## src/include/cpcr_consts.svh

```systemverilog
// Register indices, field positions, reset values and timing counts of the protection config bank.
`ifndef CPCR_CONSTS_SVH
`define CPCR_CONSTS_SVH

// Register indices; the APB byte address is four times the index.
`define CPCR_IDX_RC_THRESH 8'hC6
`define CPCR_IDX_KS_PRETRIG 8'hC7
`define CPCR_IDX_FAST_OFF 8'hC8
`define CPCR_IDX_PG_POL 8'hD0
`define CPCR_IDX_FAST_OCP 8'hD1
`define CPCR_IDX_DELAY_UNIT 8'hD2
`define CPCR_IDX_SCALE_MON 8'hD3
`define CPCR_IDX_IRQ_STATUS 8'hE0
`define CPCR_IDX_IRQ_MASK 8'hE1

// Fast over-current word fields.
`define CPCR_OCP_SAMPLES_HI 12
`define CPCR_OCP_SAMPLES_LO 8
`define CPCR_OCP_ENABLE_BIT 7
`define CPCR_OCP_LEVEL_HI 6

// Lowest bit of each 2-bit delay-unit field.
`define CPCR_UNIT_VOUT_LO 6
`define CPCR_UNIT_VIN_LO 4
`define CPCR_UNIT_IOUT_LO 2
`define CPCR_UNIT_TEMP_LO 0

// Milliseconds per unit for each delay-unit code.
`define CPCR_UNIT_MS_0 10'h001
`define CPCR_UNIT_MS_1 10'h00A
`define CPCR_UNIT_MS_2 10'h064
`define CPCR_UNIT_MS_3 10'h3E8

// Reset values.
`define CPCR_RST_BYTE 8'h00
`define CPCR_RST_WORD 16'h0000
`define CPCR_RST_IRQ 7'h00

// Timing, in nanoseconds, and the cycle counts derived from it.
`define CPCR_CLK_PERIOD_NS 50
`define CPCR_KS_BASE_NS 20000
`define CPCR_KS_STEP_NS 450
`define CPCR_MS_NS 1000000
`define CPCR_KS_BASE_CYC (`CPCR_KS_BASE_NS / `CPCR_CLK_PERIOD_NS)
`define CPCR_KS_STEP_CYC (`CPCR_KS_STEP_NS / `CPCR_CLK_PERIOD_NS)
`define CPCR_MS_CYC (`CPCR_MS_NS / `CPCR_CLK_PERIOD_NS)

`endif

```

## src/include/cpcr_pkg.sv

```systemverilog
// Types shared by the protection config bank modules.
package cpcr_pkg;
  // Delay-unit codes.
  typedef enum logic [1:0] {
    CPCR_UNIT_1MS = 2'h0,
    CPCR_UNIT_10MS = 2'h1,
    CPCR_UNIT_100MS = 2'h2,
    CPCR_UNIT_1S = 2'h3
  } cpcr_unit_e;

  // Two-state sequencer used by the delay timers and the kickstart timer.
  typedef enum logic {
    CPCR_IDLE = 1'b0,
    CPCR_COUNT = 1'b1
  } cpcr_seq_e;
endpackage

```

## src/hdl/cpcr_ocp_detect.sv

```systemverilog
// Fast over-current detector: consecutive-sample counter against a trip level.
`timescale 1ns/1ps
`include "cpcr_consts.svh"
module cpcr_ocp_detect import cpcr_pkg::*; (
  // Clock and reset.
  input wire logic pclk,
  input wire logic presetn,
  // Settings.
  input wire logic enable,
  input wire logic [6:0] level,
  input wire logic [4:0] samples,
  // Current samples.
  input wire logic [6:0] sample,
  input wire logic sample_valid,
  // Trip level.
  output logic trip
);
  logic [4:0] count_reg; // Consecutive samples above the level.
  logic [4:0] count_next;
  logic [4:0] need; // Samples needed; zero is taken as one.
  logic trip_reg;

  // Next count: grow on a sample above the level, restart on one at or below it.
  always_comb begin
    need = (samples == 5'h00) ? 5'h01 : samples;
    count_next = count_reg;
    if (!enable) begin
      count_next = 5'h00;
    end else if (sample_valid) begin
      if (sample > level) begin
        count_next = (count_reg == 5'h1F) ? count_reg : count_reg + 5'h01;
      end else begin
        count_next = 5'h00;
      end
    end
  end

  // Counter and trip flag; disabling the protection drops the trip at once.
  always_ff @(posedge pclk or negedge presetn) begin
    if (!presetn) begin
      count_reg <= 5'h00;
      trip_reg <= 1'b0;
    end else begin
      count_reg <= count_next;
      trip_reg <= enable && (count_next >= need);
    end
  end

  assign trip = trip_reg;
endmodule

```

## src/hdl/cpcr_fault_timer.sv

```systemverilog
// Fault retry/delay timer: count times the selected time base.
`timescale 1ns/1ps
`include "cpcr_consts.svh"
module cpcr_fault_timer import cpcr_pkg::*; (
  // Clock and reset.
  input wire logic pclk,
  input wire logic presetn,
  // One-millisecond tick from the shared prescaler.
  input wire logic ms_tick,
  // Start request with its count and time base.
  input wire logic start,
  input wire logic [7:0] count,
  input wire logic [1:0] unit_sel,
  // End of the delay.
  output logic done
);
  cpcr_seq_e state_reg;
  logic [7:0] remain_reg; // Units still to run.
  logic [9:0] sub_reg; // Milliseconds elapsed inside the current unit.
  logic [9:0] unit_ms_reg; // Milliseconds per unit, latched at start.
  logic done_reg;
  logic [9:0] unit_ms;

  // Time base of the requested unit code.
  always_comb begin
    unique case (cpcr_unit_e'(unit_sel))
      CPCR_UNIT_1MS: unit_ms = `CPCR_UNIT_MS_0;
      CPCR_UNIT_10MS: unit_ms = `CPCR_UNIT_MS_1;
      CPCR_UNIT_100MS: unit_ms = `CPCR_UNIT_MS_2;
      CPCR_UNIT_1S: unit_ms = `CPCR_UNIT_MS_3;
    endcase
  end

  // Count units down; a start while running is ignored.
  always_ff @(posedge pclk or negedge presetn) begin
    if (!presetn) begin
      state_reg <= CPCR_IDLE;
      remain_reg <= 8'h00;
      sub_reg <= 10'h000;
      unit_ms_reg <= `CPCR_UNIT_MS_0;
      done_reg <= 1'b0;
    end else begin
      done_reg <= 1'b0;
      unique case (state_reg)
        CPCR_IDLE: begin
          if (start) begin
            remain_reg <= count;
            unit_ms_reg <= unit_ms;
            sub_reg <= 10'h000;
            state_reg <= CPCR_COUNT;
          end
        end
        CPCR_COUNT: begin
          if (remain_reg == 8'h00) begin
            done_reg <= 1'b1;
            state_reg <= CPCR_IDLE;
          end else if (ms_tick) begin
            if (sub_reg == unit_ms_reg - 10'h001) begin
              sub_reg <= 10'h000;
              remain_reg <= remain_reg - 8'h01;
            end else begin
              sub_reg <= sub_reg + 10'h001;
            end
          end
        end
      endcase
    end
  end

  assign done = done_reg;
endmodule

```

## src/hdl/cpcr_top.sv

```systemverilog
// Protection configuration register bank with its APB slave and the logic it steers.
//
// Register access over APB was decided locally.
`timescale 1ns/1ps
`include "cpcr_consts.svh"
module cpcr_top import cpcr_pkg::*; #(
  // Clock cycles in one millisecond; shorten in simulation.
  parameter int unsigned MS_CYCLES = `CPCR_MS_CYC
) (
  // Clock and reset.
  input wire logic pclk,
  input wire logic presetn,
  // APB slave.
  input wire logic psel,
  input wire logic penable,
  input wire logic pwrite,
  input wire logic [9:0] paddr,
  input wire logic [31:0] pwdata,
  output logic pready,
  output logic [31:0] prdata,
  output logic pslverr,
  // Remote control.
  input wire logic [7:0] remote_control_sense_input,
  output logic remote_control_trigger,
  // Kickstart.
  input wire logic kickstart_request,
  output logic kickstart_fire,
  // Fast input-off.
  input wire logic [7:0] input_voltage_sample,
  input wire logic [7:0] input_off_threshold,
  output logic fast_input_off,
  // Power good.
  input wire logic power_good_status,
  output logic power_good_pin,
  // Fast over-current.
  input wire logic [6:0] current_sample,
  input wire logic current_sample_valid,
  output logic fast_ocp_trip,
  // Fault delays; index 3 vout, 2 vin, 1 iout, 0 temperature.
  input wire logic [3:0] fault_start,
  input wire logic [7:0] fault_count_vout,
  input wire logic [7:0] fault_count_vin,
  input wire logic [7:0] fault_count_iout,
  input wire logic [7:0] fault_count_temp,
  output logic [3:0] fault_delay_done,
  // Input-scale trim values.
  input wire logic [15:0] trimmed_offset_on,
  input wire logic [15:0] trimmed_scale_off,
  // Interrupt.
  output logic irq
);
  // Configuration registers.
  logic [7:0] rc_thresh_reg; // Remote control threshold.
  logic [7:0] ks_pretrig_reg; // Kickstart pre-trigger setting.
  logic [7:0] fast_off_reg; // Fast input-off offset.
  logic [7:0] pg_pol_reg; // Power good polarity.
  logic [15:0] fast_ocp_reg; // Fast over-current word.
  logic [7:0] delay_unit_reg; // Delay unit fields.
  logic [6:0] irq_status_reg; // Sticky event bits.
  logic [6:0] irq_mask_reg; // One enables the matching status bit.

  // APB answer registers.
  logic pready_reg;
  logic [31:0] prdata_reg;
  logic pslverr_reg;

  // Block outputs held in flops.
  logic rc_trig_reg;
  logic fast_off_trip_reg;
  logic pg_pin_reg;
  logic irq_reg;
  logic ocp_trip_d_reg; // Previous trip level, for edge detection.

  // Kickstart timer.
  cpcr_seq_e ks_state_reg;
  logic [11:0] ks_cnt_reg;
  logic ks_fire_reg;

  // Millisecond prescaler.
  logic [14:0] ms_cnt_reg;
  logic ms_tick_reg;

  // Decode and read-back.
  logic access;
  logic complete;
  logic [7:0] idx;
  logic mapped;
  logic [31:0] rd_data;
  logic ocp_trip;
  logic [3:0] timer_done;
  logic [6:0] events;
  logic [8:0] fast_off_level;
  logic [11:0] ks_delay;
  logic [7:0] fault_count [4];

  // An access phase completes at the edge where our pready is high.
  assign access = psel && penable;
  assign complete = access && pready_reg;
  assign idx = paddr[9:2];

  // Address decode and read multiplexer.
  always_comb begin
    mapped = 1'b1;
    rd_data = 32'h00000000;
    unique case (idx)
      `CPCR_IDX_RC_THRESH: rd_data = {24'h000000, rc_thresh_reg};
      `CPCR_IDX_KS_PRETRIG: rd_data = {24'h000000, ks_pretrig_reg};
      `CPCR_IDX_FAST_OFF: rd_data = {24'h000000, fast_off_reg};
      `CPCR_IDX_PG_POL: rd_data = {24'h000000, pg_pol_reg};
      `CPCR_IDX_FAST_OCP: rd_data = {16'h0000, fast_ocp_reg};
      `CPCR_IDX_DELAY_UNIT: rd_data = {24'h000000, delay_unit_reg};
      `CPCR_IDX_SCALE_MON: rd_data = {trimmed_offset_on, trimmed_scale_off};
      `CPCR_IDX_IRQ_STATUS: rd_data = {25'h0000000, irq_status_reg};
      `CPCR_IDX_IRQ_MASK: rd_data = {25'h0000000, irq_mask_reg};
      default: mapped = 1'b0;
    endcase
  end

  // One wait state: pready rises in the second access cycle, so read data come from a flop.
  always_ff @(posedge pclk or negedge presetn) begin
    if (!presetn) begin
      pready_reg <= 1'b0;
      prdata_reg <= 32'h00000000;
      pslverr_reg <= 1'b0;
    end else begin
      pready_reg <= access && !pready_reg;
      if (access && !pready_reg) begin
        prdata_reg <= pwrite ? 32'h00000000 : rd_data;
        pslverr_reg <= !mapped;
      end else begin
        pslverr_reg <= 1'b0;
      end
    end
  end

  // Configuration writes; the monitor is read-only and ignores writes.
  always_ff @(posedge pclk or negedge presetn) begin
    if (!presetn) begin
      rc_thresh_reg <= `CPCR_RST_BYTE;
      ks_pretrig_reg <= `CPCR_RST_BYTE;
      fast_off_reg <= `CPCR_RST_BYTE;
      pg_pol_reg <= `CPCR_RST_BYTE;
      fast_ocp_reg <= `CPCR_RST_WORD;
      delay_unit_reg <= `CPCR_RST_BYTE;
      irq_mask_reg <= `CPCR_RST_IRQ;
    end else if (complete && pwrite) begin
      unique case (idx)
        `CPCR_IDX_RC_THRESH: rc_thresh_reg <= pwdata[7:0];
        `CPCR_IDX_KS_PRETRIG: ks_pretrig_reg <= pwdata[7:0];
        `CPCR_IDX_FAST_OFF: fast_off_reg <= pwdata[7:0];
        `CPCR_IDX_PG_POL: pg_pol_reg <= pwdata[7:0];
        `CPCR_IDX_FAST_OCP: fast_ocp_reg <= pwdata[15:0];
        `CPCR_IDX_DELAY_UNIT: delay_unit_reg <= pwdata[7:0];
        `CPCR_IDX_IRQ_MASK: irq_mask_reg <= pwdata[6:0];
        default: begin
          // Status is handled by its own process; other addresses ignore writes.
        end
      endcase
    end
  end

  // Remote control trips once the sensed level reaches the threshold.
  always_ff @(posedge pclk or negedge presetn) begin
    if (!presetn) begin
      rc_trig_reg <= 1'b0;
    end else begin
      rc_trig_reg <= remote_control_sense_input >= rc_thresh_reg;
    end
  end

  // Fast input-off level is the input-off threshold raised by the offset.
  // A ninth bit keeps the sum from wrapping near full scale.
  assign fast_off_level = {1'b0, input_off_threshold} + {1'b0, fast_off_reg};

  // Shut-down request while the input sits below the raised level.
  always_ff @(posedge pclk or negedge presetn) begin
    if (!presetn) begin
      fast_off_trip_reg <= 1'b0;
    end else begin
      fast_off_trip_reg <= {1'b0, input_voltage_sample} < fast_off_level;
    end
  end

  // Power good pin: only bit 0 of the polarity register matters.
  // Codes other than 0x00 and 0x01 are undefined; they follow bit 0.
  always_ff @(posedge pclk or negedge presetn) begin
    if (!presetn) begin
      pg_pin_reg <= 1'b1;
    end else begin
      pg_pin_reg <= pg_pol_reg[0] ? power_good_status : !power_good_status;
    end
  end

  // Kickstart delay in cycles: base plus one step per unit of the setting.
  assign ks_delay = 12'(`CPCR_KS_BASE_CYC) + 12'(ks_pretrig_reg) * 12'(`CPCR_KS_STEP_CYC);

  // Kickstart timer: fire pulses ks_delay cycles after the request.
  // A request during a running delay is ignored rather than restarting it.
  always_ff @(posedge pclk or negedge presetn) begin
    if (!presetn) begin
      ks_state_reg <= CPCR_IDLE;
      ks_cnt_reg <= 12'h000;
      ks_fire_reg <= 1'b0;
    end else begin
      ks_fire_reg <= 1'b0;
      unique case (ks_state_reg)
        CPCR_IDLE: begin
          if (kickstart_request) begin
            ks_cnt_reg <= ks_delay;
            ks_state_reg <= CPCR_COUNT;
          end
        end
        CPCR_COUNT: begin
          if (ks_cnt_reg == 12'h001) begin
            ks_fire_reg <= 1'b1;
            ks_state_reg <= CPCR_IDLE;
          end else begin
            ks_cnt_reg <= ks_cnt_reg - 12'h001;
          end
        end
      endcase
    end
  end

  // Fast over-current detector on the configured word.
  cpcr_ocp_detect u_ocp (
    .pclk(pclk),
    .presetn(presetn),
    .enable(fast_ocp_reg[`CPCR_OCP_ENABLE_BIT]),
    .level(fast_ocp_reg[`CPCR_OCP_LEVEL_HI:0]),
    .samples(fast_ocp_reg[`CPCR_OCP_SAMPLES_HI:`CPCR_OCP_SAMPLES_LO]),
    .sample(current_sample),
    .sample_valid(current_sample_valid),
    .trip(ocp_trip)
  );

  // Millisecond prescaler shared by the four delay timers.
  always_ff @(posedge pclk or negedge presetn) begin
    if (!presetn) begin
      ms_cnt_reg <= 15'h0000;
      ms_tick_reg <= 1'b0;
    end else begin
      if (ms_cnt_reg == 15'(MS_CYCLES - 1)) begin
        ms_cnt_reg <= 15'h0000;
        ms_tick_reg <= 1'b1;
      end else begin
        ms_cnt_reg <= ms_cnt_reg + 15'h0001;
        ms_tick_reg <= 1'b0;
      end
    end
  end

  // Counts from the fault response settings, by category.
  assign fault_count[0] = fault_count_temp;
  assign fault_count[1] = fault_count_iout;
  assign fault_count[2] = fault_count_vin;
  assign fault_count[3] = fault_count_vout;

  // One timer per category; field i of the unit register sits at bits 2i+1:2i.
  for (genvar i = 0; i < 4; i++) begin : g_timer
    cpcr_fault_timer u_timer (
      .pclk(pclk),
      .presetn(presetn),
      .ms_tick(ms_tick_reg),
      .start(fault_start[i]),
      .count(fault_count[i]),
      .unit_sel(delay_unit_reg[2 * i + 1 -: 2]),
      .done(timer_done[i])
    );
  end

  // Events: remote trigger rise, fast-off rise, over-current rise, four delay ends.
  assign events = {timer_done, ocp_trip && !ocp_trip_d_reg,
                   (({1'b0, input_voltage_sample} < fast_off_level) && !fast_off_trip_reg),
                   ((remote_control_sense_input >= rc_thresh_reg) && !rc_trig_reg)};

  // Trip history for edge detection.
  always_ff @(posedge pclk or negedge presetn) begin
    if (!presetn) begin
      ocp_trip_d_reg <= 1'b0;
    end else begin
      ocp_trip_d_reg <= ocp_trip;
    end
  end

  // Sticky status, cleared by writing one; a new event wins over the clear.
  always_ff @(posedge pclk or negedge presetn) begin
    if (!presetn) begin
      irq_status_reg <= `CPCR_RST_IRQ;
    end else if (complete && pwrite && (idx == `CPCR_IDX_IRQ_STATUS)) begin
      irq_status_reg <= (irq_status_reg & ~pwdata[6:0]) | events;
    end else begin
      irq_status_reg <= irq_status_reg | events;
    end
  end

  // Level interrupt, one cycle behind the status.
  always_ff @(posedge pclk or negedge presetn) begin
    if (!presetn) begin
      irq_reg <= 1'b0;
    end else begin
      irq_reg <= |(irq_status_reg & irq_mask_reg);
    end
  end

  // Output wiring, all from flops.
  assign pready = pready_reg;
  assign prdata = prdata_reg;
  assign pslverr = pslverr_reg;
  assign remote_control_trigger = rc_trig_reg;
  assign kickstart_fire = ks_fire_reg;
  assign fast_input_off = fast_off_trip_reg;
  assign power_good_pin = pg_pin_reg;
  assign fast_ocp_trip = ocp_trip;
  assign fault_delay_done = timer_done;
  assign irq = irq_reg;
endmodule

```

## config.mk

```make
export PLATFORM = sky130hd
export DESIGN_NAME = cpcr_top
export DESIGN_NICKNAME = d
export VERILOG_FILES = /design/src/include/cpcr_pkg.sv /design/src/hdl/cpcr_ocp_detect.sv /design/src/hdl/cpcr_fault_timer.sv /design/src/hdl/cpcr_top.sv
export VERILOG_INCLUDE_DIRS = /design/src /design/src/include
export SDC_FILE = /design/constraint.sdc
export NUM_CORES = 1
export LEC_CHECK = 0
export ABC_AREA = 1
export BUFFER_PORTS_ARGS = -buffer_cell sky130_fd_sc_hd__buf_2
export CORE_ASPECT_RATIO = 0.9
export CORE_UTILIZATION = 40
export DETAILED_ROUTE_END_ITERATION = 8
export HOLD_SLACK_MARGIN = 0.05
export PLACE_DENSITY = 0.7
export SLEW_MARGIN = 10
export SYNTH_ARGS = -nofsm -noshare
export SYNTH_HDL_FRONTEND = slang
export SYNTH_HIERARCHICAL = 1
export SYNTH_SLANG_ARGS = --single-unit
```

## constraint.sdc

```tcl
create_clock -name pclk -period 7.7 [get_ports pclk]
set_clock_uncertainty 0.1 [all_clocks]
set_input_delay 1.155 -clock pclk [delete_from_list [all_inputs] [get_ports pclk]]
set_output_delay 1.155 -clock pclk [all_outputs]
set_load 0.02 [all_outputs]
```

After elaboration in Yosys (flattened, before gate mapping)
Cells that the tools add are included.

word-level totals
  bits in registers = 265
  output and inout port bits = 44
  bits of input ports = 149

operators by class
  equality and inequality tests = 46
  magnitude comparators = 4
  multiplexer cells = 85
  $add $sub $neg = 17
  reduce and logical (&&, ||, !) cells = 46
  $mul = 1
  bitwise logic cells = 10

operators by type and width
  kind                   count
  $pmux 32 s9            1
  $mux 10                16
  $pmux 10 s4            4
  $mux 8                 16
  $pmux 10 s2            4
  $eq 8x8->1 const B     9
  $pmux 8 s2             4
  $add 10x1->10 const B  4
  $eq 10x10->1           4
  $sub 10x1->10 const B  4
  $ne 2x2->1 const B     18
  $logic_not 8->1        4
  $mux 32                1
  $sub 8x1->8 const B    4
  $mux 5                 5
  $mux 1                 24
  $mux 12                2
  $pmux 12 s2            1
  $reduce_and 2->1       12
  $eq 2x2->1 const B     8
  $reduce_and 4->1       4
  $add 15x1->15 const B  1
  $eq 15x15->1 const B   1
  $mux 15                1
  other kinds (25)       57

Depth between registers and ports, before layout
Gate-level depths: netlist of the first run.

  depth after elaboration = 7
  mapped depth = 19

By module
The synthesis of the first run kept the hierarchy.

modules (own cells, without submodules)
  module            area each (µm²)  instances  cells each
  cpcr_top          7716.2           1          983
  cpcr_fault_timer  1766.7           4          250
  cpcr_ocp_detect   639.4            1          86

Worst setup path before layout of the first run
OpenSTA, ideal clock, no wires.

  path type = in2reg
  from = input port input_off_threshold[0]
  to = register irq_status_reg[1]
  stages = 18
  slack = 4.402 ns
  data arrival time = 3.077 ns
  path buffers = 0
  setup time = 0.121 ns
  required time = 7.479 ns
  cell sequence = ha_1 -> inv_1 -> fa_1 -> inv_1 -> a21oi_1 -> o21ai_0 -> a31oi_1 -> xor2_1 -> ha_1 -> nand2_1 -> inv_1 -> nand2_1 -> nand2_1 -> nand2_1 -> nand2_1 -> nand2_1 -> nand2_1 -> nand2_1

on the way
  word-level cells in the longest chain between the ends = 5

ends and longest elaborated chain
  element                        RTL line                          text
  from (decl)                    cpcr_top.sv:30                    input wire logic [7:0] input_off_threshold,
  $add 8x8->9 (*)                cpcr_top.sv:173                   assign fast_off_level = {1'b0, input_off_threshold} + {1'b0, fast_off_reg};
  $lt 8x9->1 (*)                 cpcr_top.sv:274                   (({1'b0, input_voltage_sample} < fast_off_level) && !fast_off_trip_reg),
  $logic_and 1x1->1 (*)          cpcr_top.sv:274
  $or 7x7->7 (on tied branches)  cpcr_top.sv:293, cpcr_top.sv:291
  $mux 7 (*)                     cpcr_top.sv:290                   end else if (complete && pwrite && (idx == `CPCR_IDX_IRQ_STATUS)) begin
  to (signal assigned)           cpcr_top.sv:289                   irq_status_reg <= `CPCR_RST_IRQ;
  to (signal assigned)           cpcr_top.sv:291                   irq_status_reg <= (irq_status_reg & ~pwdata[6:0]) | events;
  to (signal assigned)           cpcr_top.sv:293                   irq_status_reg <= irq_status_reg | events;
  to (decl)                      cpcr_top.sv:59                    logic [6:0] irq_status_reg;

Mark *: on every way between the ends. The rest lies on a longest branch, timed or not.
A chain may end at the register's enable or synchronous reset.

Final worst setup path of the first run
Ends and elaborated chain as after synthesis.

==> impl_results.md, run 1 <==
* Final worst-path cycle share at 0.4115
* Deepest level of the CTS H-tree at 1
* Detail Placement HPWL at 28,170 um
* Clock latency on the worst-skew pair at 0.57 ns
* Pre-CTS setup slack at 3.961 ns
* Antenna violations before repair at 2
* Number of DRC markers after the initial detailed-route iteration at 886
* Switching Share at 0.3669
* Floorplan core area at 0.03764 mm^2
* Flip-flop count of the largest register after layout at 40
* Overall global routing resource usage at 0.1991
* Share of layout cells above drive strength 1 at 0.1539
* Synth Warn # at 6
* Top cell type's share of synthesized area at 0.3959
* Final min period at 3.169 ns
* Required arrival time at the worst endpoint at 8.05 ns
* Register area share after synthesis at 0.4044
* Setup crit start kind: input port
* Fill count at 3,689
* Die width at 209.0 um
* Post-synthesis cell type count at 47
* Synthesized area per cell at 7.454 um^2
* Final WS setup at 4.531 ns
* Ports at 193
* Final slew viol count at 0
* CTS hold repair buffers at 0
* Post-synthesis register bit count at 249
* Maximum fanout along the worst path at 3
* Total length of routed wires at 39,200 um
* Clock sink count at 249
* P_sw at 1705 uW
* Main synth FF type: dfrtp_1
* Post-CTS setup buffers at 0
* Outcome: finished, final reports clean
* IR Drop Worst-Case VDD at 0.1863 mV
* Startpoint-to-endpoint class of the critical path: input port to flop
* Sequential fraction of design power at 0.384
* Synthesized net count at 2,285
* Layout Area Growth over Synthesis at 14.60%
* Post-synth EDFFs at 0
* WP data arrival at 3.52 ns
* Routed via count at 13,970
* Max-cap violation count at 0
* TritonCTS Buffers at 28
* Fmax achieved at 315.6 MHz
* Area of the die at 0.03935 mm^2
* Fraction of registers with async set or reset after synthesis at 1.000
* Cell count after synthesis at 2,069
* Average vias per placed instance at 5.100
* Setup violators final at 0
* Number of iterations in the first detailed-routing pass at 5
* Clock-pin slew reported for the worst setup and hold paths after clock tree synthesis at 0.06 ns
* Top-count cell post-synth: nand2_1
* Overall power at 4646 uW
* Quantity of gates resized following cts at 0
* Root buffer selected by CTS: clkbuf_16
* CTS tree: done
* Relative contribution of the clock network to total power at 0.320
* Final weighted congestion of routability-driven global placement at 0.8825
* Transition time at the pin with the least slew margin at 1.050 ns
* Cell area after technology mapping at 0.01542 mm^2
* Die height at 188.3 um
* Via count of the first global-routing pass at 13,180
* Routed Antenna Nets at 0
* Detailed-route wire length per cell at 14.32 um
* Row Count at 67
* Power density cells at 262.9 mW/mm^2
* Critical Path Sink Type: flop
* Top post-synthesis cells by count: 645 x nand2_1, 244 x dfrtp_1, 243 x inv_1
* Buffer levels on the longest clock path at 3
* Worst min-delay path class: flop to flop
* Setup_tns at 0 ns
* Largest cells by area after synthesis: dfrtp_1 40%, nand2_1 16%, nand3_1 6.4%
* Final count of hold timing violations at 0
* Placed Area at 0.01664 mm^2
* Number of port buffers at 174
* Largest net degree at the start of global routing at 106
* Proportion of power drawn by combinational gates at 0.295
* Slew Limit Headroom at 0.2997
* NumNets Final at 2,448
* Biggest area consumer among synthesized cells: dfrtp_1
* Final instance area at 0.01767 mm^2
* Global-route congestion overflow total at 0
* Total leakage power at 0.009087 uW
* First-pass GRT wire length at 65,060 um
* Internal portion of total power at 2941 uW
* Initial cell density of the core at 0.4097
* Setup repair after global routing missed its margin: false
* DR DRC count at 0
[logic make-up after synthesis]
logic type,after synthesis,synth area share
adders and majority gates,67,0.05630
AOI/OAI and AO/OA,258,0.09435
DFF,249,0.4044
muxes,8,0.006815
xor gates and xnor gates,42,0.02434
and+or+nand+nor,1137,0.3295
buffers and inverters,308,0.08429
[area by class of cell]
class / count / area [um^2] / share of cell area
multi-input cells: 1512 / 7888 / 0.4463
flip-flops and latches: 249 / 6237 / 0.3529
inverters: 261 / 989.7 / 0.05600
repair buffers: 180 / 925.9 / 0.05239
clock buffers: 37 / 784.5 / 0.04439
well taps: 483 / 604.3 / 0.03419
clock inverters: 15 / 241.5 / 0.01366
diodes: 1 / 2.502 / 0.0001416
[power by group through the flow]
| stage | logic [uW] | clock network, uW | registers, uW |
|---|---|---|---|
| 6_report | 1370 | 1490 | 1780 |
| 5_1_grt | 1580 | 1580 | 1820 |
| 4_1_cts | 1380 | 1530 | 1780 |
| 3_5_place_dp | 1370 | 0 | 1800 |
| 3_3_place_gp | 1320 | 0 | 1790 |
| 2_1_floorplan | 1100 | 0 | 1740 |
[cell usage in the layout (no fill, tap or decap), drive strengths merged]
cell,count
nand2,669
inv,255
dfrtp,244
nand3,221
buf,180
nor2,171
o21ai,145
a21oi,70
ha,63
xor2,38
clkbuf,37
nand4,35
nor3,35
o22ai,13
clkinv,13
mux2,8
a31oi,6
bufinv,6
o21bai,6
dfstp,5
nor4,4
xnor2,4
fa,4
o31ai,4
o22a,4
o211a,4
nand3b,2
o211ai,2
clkinvlp,2
diode,1
o2111ai,1
a221oi,1
a41o,1
o21a,1
[final timing paths]
kind,from,to,slack [ns],cells after the start
max in group asynchronous,presetn,g_timer[3].u_timer/unit_ms_reg[3],5.33,2
min,ocp_trip_d_reg,irq_status_reg[2],0.33,1
min in group asynchronous,presetn,kickstart_fire,0.52,1
min reg2reg,ocp_trip_d_reg,irq_status_reg[2],0.33,1
max,input_off_threshold[0],irq_status_reg[1],4.53,19
max reg2reg,fast_off_reg[0],irq_status_reg[1],4.77,18
[routing by layer]
layer	vias to the layer above	part of all wire	track usage	wire length, um
li1	7032	-	-	-
met1	6499	0.45	0.2655	17830
met2	372	0.47	0.3340	18340
met3	62	0.050	0.03100	1941
met4	0	0.028	0.05656	1079
met5	-	0	0	0
[critical path: stages]
cell and delay, ns:
buf_2 0.08, ha_1 0.17, inv_1 0.06, fa_1 0.40
inv_1 0.08, a21oi_1 0.06, o21ai_0 0.34, a31oi_1 0.16
xor2_1 0.18, ha_1 0.30, nand2_1 0.05, inv_1 0.04
nand2_1 0.04, nand2_1 0.05, nand2_1 0.04, nand2_1 0.05
nand2_1 0.05, nand2_1 0.13, nand2_1 0.07
[stage by stage]
step	utilization	hold WS (ns)	cells
final	0.4695	0.3283	2738
after global routing	0.4695	0.3492	2738
after CTS	0.4695	0.3300	2737
after detailed placement	0.4422	0.3257	2685
after global placement	0.4422	0.3148	2685
after floorplan	-	0.2996	2069
Power figures use the tool's default switching activity.
==> inputs of run 2 (changes only) <==
Clock period 7.7 ns to 3 ns, I/O delays scaled along.
==> run 2 against run 1 <==
Effect of this change:
- flip-flop and latch count unchanged
- power rose to 2.5 times the previous value
- clock power rose to 2.5 times the previous value
- sequential share of layout area fell by 0.44 points
- hold slack lost 0.25 ns
- combinational power rose to 2.6 times the previous value
- design area is 1.3% higher
- non-clock buffer count grew 25
- largest power group unchanged
- largest cell class unchanged
- register-to-register slack got worse by 4.4 ns
- wire length about the same
- utilization up 0.60 points
- critical path depth did not move
==> impl_results.md, run 2 (synthesis gave the netlist of run 1 again) <==
* Outcome: finished, final reports clean
* WP data arrival at 3.02 ns (-0.50 ns)
* Largest net degree at the start of global routing at 83 (-22%)
* Ports at 193 (unchanged)
* Setup violators final at 0 (unchanged)
* Detailed-route wire length per cell at 14.19 um (-0.88%)
* Final count of hold timing violations at 0 (unchanged)
* Root buffer selected by CTS: clkbuf_16
* Transition time at the pin with the least slew margin at 0.8045 ns (-0.2460 ns)
* Final weighted congestion of routability-driven global placement at 0.9106 (+3.2%)
* Overall global routing resource usage at 0.2002 (+0.001119)
* DR DRC count at 0 (unchanged)
* Setup crit start kind: flop
* Buffer levels on the longest clock path at 3 (unchanged)
* Routed via count at 14,100 (+0.98%)
* First-pass GRT wire length at 65,490 um (+0.66%)
* Number of antenna repair diodes at 0 (-1)
* NumNets Final at 2,473 (+1.0%)
* Area occupied by multi-input gates at 0.007888 mm^2 (unchanged)
* Maximum fanout along the worst path at 3 (unchanged)
* Average vias per placed instance at 5.106 (+0.10%)
* Number of port buffers at 174 (unchanged)
* Row Count at 67 (unchanged)
* Antenna violations before repair at 0 (-2)
* Number of iterations in the first detailed-routing pass at 5 (unchanged)
* TritonCTS Buffers at 28 (unchanged)
* Critical Path Sink Type: flop
* Fmax achieved at 373.4 MHz
* Floorplan core area at 0.03764 mm^2 (unchanged)
* Post-CTS setup buffers at 0 (unchanged)
* Deepest level of the CTS H-tree at 1 (unchanged)
* Startpoint-to-endpoint class of the critical path: flop to flop
* Setup repair after global routing missed its margin: false
* Area of the die at 0.03935 mm^2 (unchanged)
* Max-cap violation count at 0 (unchanged)
* Storage cell area at 0.006237 mm^2 (unchanged)
* Share of layout cells above drive strength 1 at 0.1562 (+0.002260)
* First element of the critical path: fast_off_reg[0]
* Die width at 209.0 um (unchanged)
* Required arrival time at the worst endpoint at 3.34 ns (-4.71 ns)
* Hold wc startpoint: trimmed_offset_on[8]
* Initial cell density of the core at 0.4097 (unchanged)
* Fill count at 3,680 (-0.24%)
* Flip-flop count of the largest register after layout at 40 (unchanged)
* Final slew viol count at 0 (unchanged)
* Final worst-path cycle share at 0.8926
* Number of DRC markers after the initial detailed-route iteration at 1,104 (+25%)
* Source of the worst register-to-register timing path: fast_off_reg[0]
* Power density cells at 661.5 mW/mm^2 (+150%)
* Worst min-delay path class: input port to flop
* Clock sink count at 249 (unchanged)
* Via count of the first global-routing pass at 13,280 (+0.79%)
* Commonest non-fill, non-tap cells in the layout: 645 x nand2_1, 244 x dfrtp_1, 243 x inv_1
* IR Drop Worst-Case VDD at 0.3833 mV (+110%)
* Leading cell type in the layout, fill and taps excluded: nand2_1
* Total leakage power at 0.009194 uW (+1.2%)
* Routed Antenna Nets at 0 (unchanged)
* Clock-pin slew reported for the worst setup and hold paths after clock tree synthesis at 0.07 ns (about the same)
* Final core occ at 0.4755 (+0.005950)
* Die height at 188.3 um (unchanged)
* Final min period at 2.678 ns
* Setup_tns at 0 ns (unchanged)
* Global-route congestion overflow total at 0 (unchanged)
* Detail Placement HPWL at 28,420 um (+0.88%)
* CTS tree: done
* Layout Area Growth over Synthesis at 16.05%
* Total length of routed wires at 39,200 um (about the same)
* Clock latency on the worst-skew pair at 0.56 ns (about the same)
* Slew Limit Headroom at 0.4587 (+0.1590)
[run 2: what timing repair did]
item,CTS,global route
endpoints found under the hold margin,89,0
resized for setup,0,1
hold buffers,15,0
endpoints found under the setup margin,0,1
[run 2: power by group]
group	internal [uW]	switching, uW	total, uW
Sequential	3940	643	4590
Combinational	1270	2250	3530
Clock	2290	1440	3730
[run 2: area by class of cell]
cell class,instances,area share
Multi-Input combinational cell,1512,0.4407
Inverter,261,0.05530
Timing Repair Buffer,205,0.06572
Clock inverter,14,0.01133
Clock buffer,38,0.04467
Tap cell,483,0.03377
Sequential cell,249,0.3485
[run 2: per-stage QoR]
stage / std cells / hold WS, ns / total power [uW] / setup WS (ns) / instance area [um^2]
after CTS: 2762 / 0.05070 / 11950 / 0.2115 / 17900
after detailed placement: 2695 / 0.3131 / 8128 / 0.08146 / 16740
after floorplan: 2069 / 0.05441 / 7311 / 0.4074 / 15420
after global routing: 2762 / 0.07330 / 12740 / 0.09959 / 17900
final: 2762 / 0.07663 / 11840 / 0.3222 / 17900
after global placement: 2695 / 0.3063 / 7994 / 0.1315 / 16740
[run 2: per-layer routing]
| metal | part of all wire | up-vias | wire length (um) | track usage |
|---|---|---|---|---|
| li1 | - | 7084 | - | - |
| met4 | 0.023 | 0 | 895 | 0.04864 |
| met3 | 0.052 | 57 | 2055 | 0.03233 |
| met1 | 0.46 | 6582 | 18110 | 0.2749 |
| met5 | 0 | - | 0 | 0 |
| met2 | 0.46 | 379 | 18140 | 0.3292 |
[run 2: final timing paths]
check | endpoint | slack, ns | cells past startpoint
max | irq_status_reg[1] | 0.32 | 19
min in group asynchronous | ks_cnt_reg[8] | 0.38 | 2
min | prdata[24] | 0.08 | 3
max reg2reg | irq_status_reg[1] | 0.32 | 19
max in group asynchronous | power_good_pin | 1.56 | 3
min reg2reg | ocp_trip_d_reg | 0.33 | 0
[run 2: critical path, cell delays in order, from the launching register on]
cell and delay, ns:
dfrtp_1 0.39, ha_1 0.19, inv_1 0.06, fa_1 0.39, inv_1 0.07, a21oi_1 0.06
o21ai_1 0.24, xor2_1 0.12, ha_1 0.31, nand2_1 0.08, nor2_1 0.10, nand2_1 0.05
nand3_1 0.06, nand2_1 0.05, nand2_1 0.05, nand2_1 0.04, nand2_1 0.05, nand2_1 0.06
nand2_1 0.06, nand2_1 0.04
==> inputs of run 3 (changes only) <==
Settings changed: CORE_UTILIZATION 40 to 41, PLACE_DENSITY 0.7 to 0.71.
==> run 3 against run 2 <==
Effect of this change:
- the flow now finishes with violations (DRC)
- wire length increased by 0.27%
- non-clock buffer count up 6
- global-route usage increased by 0.42 points
- sequential share of layout area shrank 0.095 points
- critical path type unchanged
==> impl_results.md, run 3 (synthesis gave the netlist of run 1 again) <==
* TritonCTS Buffers at 29 (+3.6%)
* Fill count at 3,661 (-0.52%)
* Number of port buffers at 174 (unchanged)
* Global-route congestion overflow total at 0 (unchanged)
* Number of iterations in the first detailed-routing pass at 9 (+4)
* Final count of hold timing violations at 0 (unchanged)
* Slew Limit Headroom at 0.5486 (+0.08991)
* Maximum cell stage delay along the critical path at 0.39 ns (about the same)
* Ordered list of cells on the worst path: ha_1 -> inv_1 -> fa_1 -> inv_1 -> a21oi_1 -> o21ai_1 -> xor2_1 -> ha_1 -> nand2_1 -> nor2_1 -> nand2_1 -> nand3_1 -> nand2_1 -> nand2_1 -> nand2_1 -> nand2_1 -> nand2_1 -> nand2_1 -> nand2_1
* Total length of routed wires at 39,300 um (+0.27%)
* DR DRC count at 17 (+17)
* Leading cell type in the layout, fill and taps excluded: nand2_1
* Area of the die at 0.03840 mm^2 (-2.4%)
* Die height at 186.0 um (-1.2%)
* Total leakage power at 0.009214 uW (+0.21%)
* Final slew viol count at 0 (unchanged)
* Buf/Inv on CP at 2 (unchanged)
* Sequential fraction of design power at 0.393 (+0.006)
* Final worst-path cycle share at 0.9060 (+0.01343)
* NumNets Final at 2,480 (+0.28%)
* Detail Placement HPWL at 28,150 um (-0.94%)
* Floorplan core area at 0.03714 mm^2 (-1.3%)
* Final instance area at 0.01795 mm^2 (+0.27%)
* Outcome: finished with violations
* Critical Path Sink Type: flop
* Max-cap violation count at 0 (unchanged)
* Final weighted congestion of routability-driven global placement at 0.8794 (-3.4%)
* Commonest non-fill, non-tap cells in the layout: 645 x nand2_1, 244 x dfrtp_1, 243 x inv_1
* Setup_tns at 0 ns (unchanged)
* Share of layout cells above drive strength 1 at 0.1539 (-0.002295)
* Required arrival time at the worst endpoint at 3.35 ns (about the same)
* Antenna violations before repair at 1 (+1)
* Setup repair after global routing missed its margin: false
* Power density cells at 650.7 mW/mm^2 (-1.6%)
* CTS tree: done
* Worst min-delay path class: input port to flop
* Startpoint-to-endpoint class of the critical path: flop to flop
* Number of DRC markers after the initial detailed-route iteration at 1,223 (+11%)
* Flip-flop count of the largest register after layout at 40 (unchanged)
* Overall global routing resource usage at 0.2045 (+0.004227)
* Placed Area at 0.01675 mm^2 (about the same)
* Initial cell density of the core at 0.4153 (+0.005549)
* Final min period at 2.718 ns (+0.04030 ns)
* Relative contribution of the clock network to total power at 0.303 (-0.012)
* WP data arrival at 3.06 ns (+0.04 ns)
* Critical path's top delay family: adder cells
* Clock latency on the worst-skew pair at 0.57 ns (about the same)
* Die width at 206.4 um (-1.2%)
* Switching Share at 0.3705 (+0.004713)
* Maximum fanout along the worst path at 3 (unchanged)
* IR Drop Worst-Case VDD at 0.5107 mV (+33%)
* Transition time at the pin with the least slew margin at 0.6708 ns (-0.1336 ns)
* Row Count at 67 (unchanged)
* Post-CTS setup buffers at 0 (unchanged)
* Fmax achieved at 367.9 MHz (-1.5%)
* Largest net degree at the start of global routing at 68 (-18%)
* Routed Antenna Nets at 0 (unchanged)
* Ports at 193 (unchanged)
* Storage cell area at 0.006237 mm^2 (unchanged)
* Average vias per placed instance at 5.102 (about the same)
* Routed via count at 14,140 (+0.26%)
* Clock sink count at 249 (unchanged)
* Root buffer selected by CTS: clkbuf_16
* Buffer levels on the longest clock path at 3 (unchanged)
* Internal portion of total power at 7351 uW (-2.1%)
* P_sw at 4326 uW (-0.10%)
* Proportion of power drawn by combinational gates at 0.304 (+0.006)
* Setup violators final at 0 (unchanged)
* Violations in the final reports: DRC
* Clock-pin slew reported for the worst setup and hold paths after clock tree synthesis at 0.06 ns (about the same)
* Most Frequent Cell on Critical Path: nand2_1
* First-pass GRT wire length at 64,030 um (-2.2%)
* Layout Area Growth over Synthesis at 16.36%
* Area occupied by multi-input gates at 0.007888 mm^2 (unchanged)
* Via count of the first global-routing pass at 13,160 (-0.94%)
* Slowest library cell on the worst path: dfrtp_1
* Setup crit start kind: flop
* Detailed-route wire length per cell at 14.18 um (about the same)
* Deepest level of the CTS H-tree at 1 (unchanged)
[run 3: changes by cell type in the layout (fill, tap and decap cells not counted), moves of 2 or more]
cell,previous run,this run
buf_12,2,4
buf_4,14,10
bufinv_16,5,2
clkbuf_1,5,9
clkbuf_8,4,7
clkinvlp_4,3,0
dlygate4sd3_1,15,23
[run 3: final cells by class]
type | instances | area share
diodes | 1 | 0.0001394
clock buffers | 45 | 0.04769
clock inverters | 9 | 0.005717
inverters | 261 | 0.05515
multi-input cells | 1512 | 0.4395
flip-flops and latches | 249 | 0.3476
well taps | 483 | 0.03367
repair buffers | 211 | 0.07056
[run 3: worst paths after layout]
check	start	end	slack (ns)	cells past startpoint
setup reg to reg	fast_off_reg[0]	irq_status_reg[1]	0.28	19
max in group asynchronous	presetn	g_timer[3].u_timer/unit_ms_reg[0]	1.64	3
hold / removal	trimmed_offset_on[12]	prdata[28]	0.07	3
min in group asynchronous	presetn	ks_cnt_reg[1]	0.31	2
hold reg to reg	ocp_trip_d_reg	irq_status_reg[2]	0.32	1
setup / recovery	fast_off_reg[0]	irq_status_reg[1]	0.28	19
[run 3: power by group through the flow]
| stage | Clock (uW) | Combinational, uW | Sequential (uW) |
|---|---|---|---|
| floorplan | 0 | 2840 | 4480 |
| global placement | 0 | 3390 | 4610 |
| detailed placement | 0 | 3510 | 4630 |
| global route | 3770 | 4110 | 4690 |
| CTS | 3630 | 3560 | 4590 |
| finish | 3540 | 3550 | 4590 |
[run 3: through the flow]
stage	util	setup slack [ns]	power [uW]	hold WS, ns	instances
2_1_floorplan	-	0.4074	7311	0.05441	2069
3_3_place_gp	0.4512	0.1303	7997	0.3016	2693
3_5_place_dp	0.4512	0.05200	8139	0.3128	2693
4_1_cts	0.4832	0.1779	11770	0.05129	2770
5_1_grt	0.4832	0.01079	12580	0.07561	2771
6_report	0.4832	0.2819	11680	0.07325	2771
[run 3: layer usage]
| metal | vias to the layer above | global-route usage | part of all wire |
|---|---|---|---|
| met3 | 64 | 0.02959 | 0.052 |
| met1 | 6603 | 0.2809 | 0.46 |
| met2 | 371 | 0.3334 | 0.46 |
| li1 | 7101 | - | - |
| met5 | - | 0 | 0 |
| met4 | 0 | 0.05824 | 0.027 |
[run 3: repair_timing]
action	4_1_cts	5_1_grt
hold buffers	23	0
hold endpoints to repair	68	0
gates resized for setup	0	1
setup endpoints to repair	0	2
[run 3: worst reg2reg max path: stages (launching register included)]
cell and delay (ns):
dfrtp_1 0.39, ha_1 0.20, inv_1 0.06, fa_1 0.39, inv_1 0.07, a21oi_1 0.06
o21ai_1 0.23, xor2_1 0.12, ha_1 0.31, nand2_1 0.08, nor2_1 0.10, nand2_1 0.06
nand3_1 0.07, nand2_1 0.05, nand2_1 0.05, nand2_1 0.04, nand2_1 0.05, nand2_1 0.06
nand2_1 0.06, nand2_1 0.04
